### src/fcrc_map.svh
`ifndef FCRC_MAP_SVH
`define FCRC_MAP_SVH

// First frame byte layout
`define FCRC_KIND_BIT 7
`define FCRC_REQ_HI 6
`define FCRC_REQ_MID 5
`define FCRC_NOREPLY_BIT 4
`define FCRC_ASIZE_BIT 3
`define FCRC_DSIZE_HI 2
`define FCRC_RLEN_HI 6

// Request kinds, taken from bits 6:5 of the first byte
`define FCRC_REQ_SINGLE 2'h0
`define FCRC_REQ_GROUP 2'h1
`define FCRC_REQ_BCAST 2'h3

// Length encodings
`define FCRC_DSIZE_EIGHT 3'h7
`define FCRC_EIGHT_BYTES 4'h8
`define FCRC_RLEN_SEVEN 7'h06
`define FCRC_RLEN_EIGHT 7'h07
`define FCRC_HDR_MIN 8'h02
`define FCRC_CRC_BYTES 8'h02
`define FCRC_REPLY_OVH 8'h04

// Command register and its payload positions
`define FCRC_REG_CMD 16'h0002
`define FCRC_CMD_CHSEL_MIN 4'h6
`define FCRC_CMD_AVG_MIN 4'h7

`define FCRC_CRC_INIT 16'h0000
`define FCRC_ZERO_BYTE 8'h00

`endif

### src/fcrc_pkg.sv
package fcrc_pkg;
	`include "fcrc_map.svh"

	typedef enum logic [2:0] {
		FCRC_D_RX, FCRC_D_WRITE, FCRC_D_RHDR, FCRC_D_RREQ, FCRC_D_RWAIT, FCRC_D_RCAP, FCRC_D_CRCL, FCRC_D_CRCH
	} fcrc_dev_st_e;

	typedef enum logic [1:0] {FCRC_H_IDLE, FCRC_H_SEND, FCRC_H_CRCH} fcrc_host_st_e;

	// One byte, eight serial steps, least significant bit first
	function automatic logic [15:0] crc_byte(input logic [15:0] c, input logic [7:0] d);
		logic [15:0] r;
		r = c;
		for (int i = 0; i < 8; i++) begin
			r = {r[0] ^ d[i], r[15], r[14] ^ r[0], r[13:2], r[1] ^ r[0]};
		end
		return r;
	endfunction

	// Sixteen trailing zero bits close the augmented form
	function automatic logic [15:0] crc_aug(input logic [15:0] c);
		return crc_byte(crc_byte(c, `FCRC_ZERO_BYTE), `FCRC_ZERO_BYTE);
	endfunction

	// Size code 7 stands for eight bytes; seven cannot be encoded
	function automatic logic [3:0] data_count(input logic [2:0] code);
		return (code == `FCRC_DSIZE_EIGHT) ? `FCRC_EIGHT_BYTES : {1'b0, code};
	endfunction
endpackage

### src/fcrc_link_if.sv
`timescale 1ns/1ns
interface fcrc_link_if (
	input wire logic clock, // shared clock
	input wire logic rst_b // async reset, active low
);
	logic [7:0] cmd_byte;
	logic cmd_valid;
	logic [7:0] rep_byte;
	logic rep_valid;

	modport host (input clock, input rst_b, output cmd_byte, output cmd_valid, input rep_byte, input rep_valid);
	modport device (input clock, input rst_b, input cmd_byte, input cmd_valid, output rep_byte, output rep_valid);
endinterface

### src/fcrc_device_end.sv
`timescale 1ns/1ns
`include "fcrc_map.svh"
// Overview of operation
// - Command register payload: code, top address, options
// - Write without reply stores consecutive registers
// - Request with reply writes nothing and returns register contents
// - Never seven payload bytes in a frame
// - Check uses x16 + x15 + x2 + 1
// - Receiver checks whole frame for zero remainder
// - Check over frame bytes, LSB first
// - Check register cleared before each frame
// - Augmented form appends sixteen zero bits
// - Fixed per-bit shift and xor update
// - Low check byte sent first, high last
// - First byte bit 7 gives frame kind
// - Reply length field holds payload count minus one
module fcrc_device_end (
	input wire logic clock, // 125 MHz
	input wire logic rst_b, // async reset, active low
	fcrc_link_if.device lk, // frame link
	input wire logic [7:0] my_addr, // own device address
	input wire logic [7:0] my_group, // own group id
	input wire logic [7:0] rd_data, // read value, one cycle after rd_en
	output logic rd_en, // register read pulse
	output logic [15:0] rd_addr, // register read address
	output logic wr_en, // register write pulse
	output logic [15:0] wr_addr, // register write address
	output logic [7:0] wr_data, // register write value
	output logic cmd_go, // command received pulse
	output logic [7:0] cmd_code, // command code
	output logic [7:0] cmd_top_addr, // highest responding address
	output logic chsel_load, // new channel select pulse
	output logic [31:0] chsel_value, // channel select, first byte in 31:24
	output logic avg_load, // new averaging value pulse
	output logic [7:0] avg_value, // averaging value
	output logic comm_err // bad check pulse
);
	fcrc_pkg::fcrc_dev_st_e st_reg, st_next;
	logic [7:0] idx_reg, idx_next, init_reg, init_next, dev_reg, dev_next, cnt_reg, cnt_next;
	logic [15:0] ra_reg, ra_next, crc_reg, crc_next, crc_v;
	logic [7:0] dat_reg [8];
	logic [7:0] dat_next [8];
	logic [6:0] last_reg, last_next, rlen;
	logic [7:0] tx_reg, tx_next, wd_reg, wd_next, code_reg, code_next, top_reg, top_next, avg_reg, avg_next;
	logic txv_reg, txv_next, rde_reg, rde_next, wre_reg, wre_next, go_reg, go_next;
	logic chl_reg, chl_next, avl_reg, avl_next, err_reg, err_next;
	logic [15:0] rda_reg, rda_next, wra_reg, wra_next;
	logic [31:0] ch_reg, ch_next;
	logic kind, has_dev, accept;
	logic [1:0] rt;
	logic [3:0] n_dat;
	logic [7:0] o_dat, total, doff;

	assign kind = init_reg[`FCRC_KIND_BIT];
	assign rt = init_reg[`FCRC_REQ_HI:`FCRC_REQ_MID];
	assign has_dev = rt != `FCRC_REQ_BCAST;
	assign n_dat = fcrc_pkg::data_count(init_reg[`FCRC_DSIZE_HI:0]);
	assign o_dat = 8'(has_dev) + 8'(init_reg[`FCRC_ASIZE_BIT]) + `FCRC_HDR_MIN;
	// Length follows from the first byte alone, for both frame kinds
	assign total = kind ? o_dat + {4'h0, n_dat} + `FCRC_CRC_BYTES
		: {1'b0, init_reg[`FCRC_RLEN_HI:0]} + `FCRC_REPLY_OVH;
	assign doff = idx_reg - o_dat;
	assign accept = kind && ((rt == `FCRC_REQ_SINGLE && dev_reg == my_addr)
		|| (rt == `FCRC_REQ_GROUP && dev_reg == my_group) || rt == `FCRC_REQ_BCAST);

	always_comb begin
		st_next = st_reg;
		idx_next = idx_reg;
		init_next = init_reg;
		dev_next = dev_reg;
		ra_next = ra_reg;
		dat_next = dat_reg;
		crc_next = crc_reg;
		cnt_next = cnt_reg;
		last_next = last_reg;
		tx_next = tx_reg;
		txv_next = 1'b0;
		rde_next = 1'b0;
		rda_next = rda_reg;
		wre_next = 1'b0;
		wra_next = wra_reg;
		wd_next = wd_reg;
		go_next = 1'b0;
		code_next = code_reg;
		top_next = top_reg;
		chl_next = 1'b0;
		ch_next = ch_reg;
		avl_next = 1'b0;
		avg_next = avg_reg;
		err_next = 1'b0;
		crc_v = crc_reg;
		rlen = (n_dat == 4'h0) ? 7'h00 : dat_reg[0][6:0];
		unique case (st_reg)
			fcrc_pkg::FCRC_D_RX: begin
				if (lk.cmd_valid) begin
					crc_v = fcrc_pkg::crc_byte((idx_reg == 8'h00) ? `FCRC_CRC_INIT : crc_reg, lk.cmd_byte);
					crc_next = crc_v;
					idx_next = idx_reg + 8'h01;
					if (idx_reg == 8'h00) begin
						init_next = lk.cmd_byte;
						ra_next = 16'h0000;
					end else if (kind && has_dev && idx_reg == 8'h01) begin
						dev_next = lk.cmd_byte;
					end else if (kind && idx_reg < o_dat) begin
						ra_next = {ra_reg[7:0], lk.cmd_byte};
					end else if (kind && doff < {4'h0, n_dat}) begin
						dat_next[doff[2:0]] = lk.cmd_byte;
					end
					if (idx_reg != 8'h00 && idx_reg == total - 8'h01) begin
						idx_next = 8'h00;
						// Nothing is acted on until the whole frame has passed the check
						if (crc_v != `FCRC_CRC_INIT) begin
							err_next = 1'b1;
						end else if (accept && ra_reg == `FCRC_REG_CMD) begin
							go_next = 1'b1;
							code_next = dat_reg[0];
							top_next = dat_reg[1];
							chl_next = n_dat >= `FCRC_CMD_CHSEL_MIN;
							ch_next = {dat_reg[2], dat_reg[3], dat_reg[4], dat_reg[5]};
							avl_next = n_dat >= `FCRC_CMD_AVG_MIN;
							avg_next = dat_reg[6];
						end else if (accept && init_reg[`FCRC_NOREPLY_BIT]) begin
							cnt_next = 8'h00;
							if (n_dat != 4'h0) begin
								st_next = fcrc_pkg::FCRC_D_WRITE;
							end
						end else if (accept) begin
							st_next = fcrc_pkg::FCRC_D_RHDR;
						end
					end
				end
			end
			fcrc_pkg::FCRC_D_WRITE: begin
				wre_next = 1'b1;
				wra_next = ra_reg + {8'h00, cnt_reg};
				wd_next = dat_reg[cnt_reg[2:0]];
				cnt_next = cnt_reg + 8'h01;
				if (cnt_reg == {4'h0, n_dat} - 8'h01) begin
					st_next = fcrc_pkg::FCRC_D_RX;
				end
			end
			fcrc_pkg::FCRC_D_RHDR: begin
				// A seven-byte reply cannot be described, so one more register is read
				last_next = (rlen == `FCRC_RLEN_SEVEN) ? `FCRC_RLEN_EIGHT : rlen;
				tx_next = {1'b0, last_next};
				txv_next = 1'b1;
				crc_next = fcrc_pkg::crc_byte(`FCRC_CRC_INIT, tx_next);
				cnt_next = 8'h00;
				st_next = fcrc_pkg::FCRC_D_RREQ;
			end
			fcrc_pkg::FCRC_D_RREQ: begin
				rde_next = 1'b1;
				rda_next = ra_reg + {8'h00, cnt_reg};
				st_next = fcrc_pkg::FCRC_D_RWAIT;
			end
			fcrc_pkg::FCRC_D_RWAIT: begin
				st_next = fcrc_pkg::FCRC_D_RCAP;
			end
			fcrc_pkg::FCRC_D_RCAP: begin
				tx_next = rd_data;
				txv_next = 1'b1;
				crc_next = fcrc_pkg::crc_byte(crc_reg, rd_data);
				cnt_next = cnt_reg + 8'h01;
				st_next = (cnt_reg == {1'b0, last_reg}) ? fcrc_pkg::FCRC_D_CRCL : fcrc_pkg::FCRC_D_RREQ;
			end
			fcrc_pkg::FCRC_D_CRCL: begin
				crc_next = fcrc_pkg::crc_aug(crc_reg);
				tx_next = crc_next[7:0];
				txv_next = 1'b1;
				st_next = fcrc_pkg::FCRC_D_CRCH;
			end
			fcrc_pkg::FCRC_D_CRCH: begin
				tx_next = crc_reg[15:8];
				txv_next = 1'b1;
				st_next = fcrc_pkg::FCRC_D_RX;
			end
		endcase
	end

	always_ff @(posedge clock or negedge rst_b) begin
		if (!rst_b) begin
			st_reg <= fcrc_pkg::FCRC_D_RX;
			idx_reg <= 8'h00;
			init_reg <= 8'h00;
			dev_reg <= 8'h00;
			ra_reg <= 16'h0000;
			for (int i = 0; i < 8; i++) begin
				dat_reg[i] <= 8'h00;
			end
			crc_reg <= `FCRC_CRC_INIT;
			cnt_reg <= 8'h00;
			last_reg <= 7'h00;
			tx_reg <= 8'h00;
			txv_reg <= 1'b0;
			rde_reg <= 1'b0;
			rda_reg <= 16'h0000;
			wre_reg <= 1'b0;
			wra_reg <= 16'h0000;
			wd_reg <= 8'h00;
			go_reg <= 1'b0;
			code_reg <= 8'h00;
			top_reg <= 8'h00;
			chl_reg <= 1'b0;
			ch_reg <= 32'h0;
			avl_reg <= 1'b0;
			avg_reg <= 8'h00;
			err_reg <= 1'b0;
		end else begin
			st_reg <= st_next;
			idx_reg <= idx_next;
			init_reg <= init_next;
			dev_reg <= dev_next;
			ra_reg <= ra_next;
			dat_reg <= dat_next;
			crc_reg <= crc_next;
			cnt_reg <= cnt_next;
			last_reg <= last_next;
			tx_reg <= tx_next;
			txv_reg <= txv_next;
			rde_reg <= rde_next;
			rda_reg <= rda_next;
			wre_reg <= wre_next;
			wra_reg <= wra_next;
			wd_reg <= wd_next;
			go_reg <= go_next;
			code_reg <= code_next;
			top_reg <= top_next;
			chl_reg <= chl_next;
			ch_reg <= ch_next;
			avl_reg <= avl_next;
			avg_reg <= avg_next;
			err_reg <= err_next;
		end
	end

	assign lk.rep_byte = tx_reg;
	assign lk.rep_valid = txv_reg;
	assign rd_en = rde_reg;
	assign rd_addr = rda_reg;
	assign wr_en = wre_reg;
	assign wr_addr = wra_reg;
	assign wr_data = wd_reg;
	assign cmd_go = go_reg;
	assign cmd_code = code_reg;
	assign cmd_top_addr = top_reg;
	assign chsel_load = chl_reg;
	assign chsel_value = ch_reg;
	assign avg_load = avl_reg;
	assign avg_value = avg_reg;
	assign comm_err = err_reg;
endmodule

### src/flat_wrapper.sv
// flat-port wrapper written by rule: the top's interface ports become plain ports
module fcrc_device_end_flat 
  (clock, rst_b, my_addr, my_group, rd_data, rd_en, rd_addr, wr_en, wr_addr, wr_data, cmd_go, cmd_code, cmd_top_addr, chsel_load, chsel_value, avg_load, avg_value, comm_err, lk_cmd_byte, lk_cmd_valid, lk_rep_byte, lk_rep_valid);
  fcrc_link_if lk_i (.clock(clock), .rst_b(rst_b));
  input wire logic clock;
  input wire logic rst_b;
  input wire logic [7:0] my_addr;
  input wire logic [7:0] my_group;
  input wire logic [7:0] rd_data;
  output logic rd_en;
  output logic [15:0] rd_addr;
  output logic wr_en;
  output logic [15:0] wr_addr;
  output logic [7:0] wr_data;
  output logic cmd_go;
  output logic [7:0] cmd_code;
  output logic [7:0] cmd_top_addr;
  output logic chsel_load;
  output logic [31:0] chsel_value;
  output logic avg_load;
  output logic [7:0] avg_value;
  output logic comm_err;
  input wire logic [$bits(lk_i.cmd_byte)-1:0] lk_cmd_byte;
  input wire logic [$bits(lk_i.cmd_valid)-1:0] lk_cmd_valid;
  output wire logic [$bits(lk_i.rep_byte)-1:0] lk_rep_byte;
  output wire logic [$bits(lk_i.rep_valid)-1:0] lk_rep_valid;
  assign lk_i.cmd_byte = lk_cmd_byte;
  assign lk_i.cmd_valid = lk_cmd_valid;
  assign lk_rep_byte = lk_i.rep_byte;
  assign lk_rep_valid = lk_i.rep_valid;
  fcrc_device_end u_core (.clock(clock), .rst_b(rst_b), .lk(lk_i), .my_addr(my_addr), .my_group(my_group), .rd_data(rd_data), .rd_en(rd_en), .rd_addr(rd_addr), .wr_en(wr_en), .wr_addr(wr_addr), .wr_data(wr_data), .cmd_go(cmd_go), .cmd_code(cmd_code), .cmd_top_addr(cmd_top_addr), .chsel_load(chsel_load), .chsel_value(chsel_value), .avg_load(avg_load), .avg_value(avg_value), .comm_err(comm_err));
endmodule
### config.mk
export PLATFORM = sky130hd
export DESIGN_NAME = fcrc_device_end_flat
export DESIGN_NICKNAME = d
export VERILOG_FILES = /design/src/fcrc_pkg.sv /design/src/fcrc_link_if.sv /design/src/fcrc_device_end.sv /design/src/flat_wrapper.sv
export VERILOG_INCLUDE_DIRS = /design/src /design/src/src
export SDC_FILE = /design/constraint.sdc
export NUM_CORES = 1
export LEC_CHECK = 0
export BUFFER_PORTS_ARGS = -buffer_cell sky130_fd_sc_hd__buf_2
export CAP_MARGIN = 20
export CORE_UTILIZATION = 50
export CTS_BUF_LIST = sky130_fd_sc_hd__clkbuf_4 sky130_fd_sc_hd__clkbuf_8
export DETAILED_ROUTE_END_ITERATION = 12
export PLACE_DENSITY_LB_ADDON = 0.12
export RECOVER_POWER = 25
export SLEW_MARGIN = 20
export SYNTH_ARGS = -nofsm -noshare
export SYNTH_HDL_FRONTEND = slang
export SYNTH_SLANG_ARGS = --single-unit
### constraint.sdc
create_clock -name clock -period 3.8 [get_ports clock]
set_input_delay 0.38 -clock clock [delete_from_list [all_inputs] [get_ports clock]]
set_output_delay 0.38 -clock clock [all_outputs]
set_load 0.005 [all_outputs]
==> results.cfg <==
[worst_setup_path]
crit_chain = buf_6 -> a21boi_4 -> ha_4 -> ha_4 -> inv_2 -> fa_2 -> xnor2_2 -> nor4_2 -> o22ai_2 -> xnor2_1 -> a31o_2 -> o2111ai_4 -> nor4_4 -> buf_6 -> buf_8 -> buf_12 -> buf_16 -> mux2_1
critPathArrivalTime_ns = 4.34
cp.required_ns = 4.25
cp_max_fo = 8
timing_worst_setup_path_type = register to register
critPathLaunchType = register
cp_num_buf_inv = 6
r2r_slack_ns = -0.09
critical-path-max-stage-delay_ns = 0.46
crit_path_end_kind = register
cp_slowest_cell = dfrtp_2
crit_family = compound AO/OA/AOI/OAI gates

[grt]
grt_pass1_vias = 9987
grt_max_degree = 104
grt_usage = 0.2809
grt_first_pass_wirelength_um = 57500
antenna_found_initial = 0
overflow = 0

[finish]
post-route-util = 0.6362
final_common_cell = dfrtp_1
layout.nets = 1471
fin_area_sq_mm = 0.01616
largest_reg_flops = 64
num_antenna_cells = 0
drive_gt1_frac = 0.3531
regArea_sq_mm = 0.006233
area_growth_pct = 23.53
layout_common_cells = dfrtp_1 (247), buf_2 (144), nand2_1 (128)
layout.cells.non_filler = 1763
multi_input_area_sq_mm = 0.006769
fillers = 2059

[die]
dieHeight_um = 163.8
dieArea_sq_mm = 0.02681
rows = 58
start_util = 0.5150
dieWidth_um = 163.8
io_pins = 146
core_area_sq_mm = 0.02540

[yosys]
yosys.area_share.simple = 0.1158
synth_ff_type = dfrtp_1
synthArstFlopShare = 1.000
ys_ff_latch = 249
yosys_warnings = 0
postSynthAreaPerCell_sq_um = 11.02
synth_top_family_by_area = multiplexers
synth_edf_count = 0
ys_types = 66
synth-xor-area-share = 0.07432
synth_fa_ha_area_frac = 0.03329
ys_seq_area_frac = 0.4763
synthMuxAreaShare = 0.1596
synth_cells = 1187
synthesis.area_sq_mm = 0.01308
synth-compound-area-share = 0.1055
syn-num-nets = 1255

[drt]
drt-wirelength-per-cell_um = 20.87
vias = 10180
viasPerCell = 5.774
dr.pass1.iters = 5
postRouteAntennaNets = 0
drtIter0Drc = 802
routed_wl_um = 36790
drc = 0

[pwr]
power_frac_seq = 0.307
power_leakage_uw = 0.007830
combPwrFrac = 0.480
switching_share = 0.3862
power.density_mw_per_mm2 = 750.5
ir_drop_uv = 655.2
power_frac_clock = 0.213
p_sw_uw = 4684
p_int_uw = 7443

[cts]
cts_root_buffer = clkbuf_8
cts_tree = yes
cts_made_buffers = 42
clk_pin_slew_ns = 0.07
cts_sinks = 249
htree_num_levels = 2
clkLatencyLatePin_ns = 0.57
clk_path_buf_depth = 3

[sta]
worst_pin_slew_ns = 2.686
holdWs_ns = 0.2408
min_period_ns = 3.893
finClkSkew_ns = 0.02903
hold_viol_final = 0
final.period_utilization = 1.025
slew_viol_final = 103
relSlewSlack = -0.7908
rsz0062_at_grt = true
timing.fmax_mhz = 256.8
setup_ws_ns = -0.09342
setup_viol = 48

[place]
place_area_sq_mm = 0.01450
placed_cells = 1658
globalplace.congestion = 0.9689
dp_slack_ns = -0.2272
dp_hpwl_um = 24420
port_buffers = 145

[run]
drv_cap = 1

[run_status]
violations = capacitance limit, slew limit, setup timing
status = complete, but fails checks

[worst_hold_path]
hold_path_class = input port to register
-- worst paths after layout --
check | startpoint | end | cells after the start
worst max-delay path | u_core.init_reg[1] | u_core.avg_value[1] | 18
worst min-delay path | lk_cmd_byte[1] | u_core.init_reg[1] | 3
worst max register to register | u_core.init_reg[1] | u_core.avg_value[1] | 18
worst min register to register | u_core.rd_addr[1] | u_core.rd_addr[1] | 2
max in group asynchronous | rst_b | u_core.rd_addr[1] | 3
min in group asynchronous | rst_b | u_core.crc_reg[7] | 2
-- cells by family after synthesis --
kind of cell | count (synthesis)
compound gates | 219
xor+xnor | 100
fa+ha+maj | 33
buf+inv | 105
flops | 249
mux | 172
simple gates | 309
-- power groups by stage --
stage	clock [uW]	combinational [uW]	sequential [uW]
2_1_floorplan	0	3990	3440
3_3_place_gp	0	5240	3720
3_5_place_dp	0	5310	3730
4_1_cts	2630	5630	3700
5_1_grt	2740	6340	3780
6_report	2580	5820	3730
-- metrics by stage --
step | power [uW] | TNS (ns)
CTS | 11950 | -1.782
global route | 12860 | -12.43
finish | 12130 | -2.564
global placement | 8955 | -5.449
detailed placement | 9040 | -12.00
floorplan | 7434 | -0.2668
-- layout make-up --
class | count | area share
multi-input cells | 833 | 0.4189
flip-flops and latches | 249 | 0.3858
repair buffers | 243 | 0.1053
clock buffers | 66 | 0.05118
well taps | 330 | 0.02555
inverters | 34 | 0.008053
clock inverters | 8 | 0.005265
-- per-layer routing --
layer  part of all wire  vias up  track usage
met3              0.059       83      0.04167
li1                   -     4666            -
met2               0.46      393       0.4372
met5                  0        -            0
met1               0.45     5038       0.4038
met4              0.027        0      0.09049
-- cells in the mapped netlist, types with 5 or more instances --
cell      instances  share of area
a21oi_1          44          0.017
a22o_1           18          0.012
a22oi_1           6         0.0034
a31oi_1          16         0.0077
and3_1            8         0.0038
buf_1            11         0.0032
buf_2             7         0.0027
clkbuf_1         46          0.013
dfrtp_1         249           0.48
ha_1             30          0.029
inv_1            31         0.0089
mux2_1           40          0.034
mux2_2           93          0.080
mux2i_1          23          0.018
mux4_2           16          0.028
nand2_1         131          0.038
nand2b_1         17         0.0081
nand3_1          33          0.013
nand4_1           7         0.0033
nor2_1           42          0.012
nor2b_1          16         0.0077
nor3_1           16         0.0061
nor4_1           13         0.0062
o211ai_1          8         0.0046
o21a_1            5         0.0029
o21ai_0          78          0.030
o221ai_1          6         0.0040
o22ai_1           9         0.0043
o31ai_1           5         0.0029
xnor2_1          64          0.043
xor2_1           29          0.019
-- worst register-to-register path, delay by kind of cell, from the launching register on --
family | cells | cell delay (ns)
muxes | 1 | 0.31
AOI/OAI and AO/OA | 4 | 0.95
xor gates and xnor gates | 2 | 0.33
DFF | 1 | 0.46
buffers and inverters | 6 | 0.76
adders and majority gates | 3 | 0.64
and+or+nand+nor | 2 | 0.33
-- repair_timing --
action	in CTS	in global routing
setup buffers	24	6
pin swaps	10	9
hold endpoints to repair	100	0
hold buffers	1	0
endpoints found under the setup margin	79	136
gates cloned	5	1
resized for setup	61	40
Power figures use the tool's default switching activity.
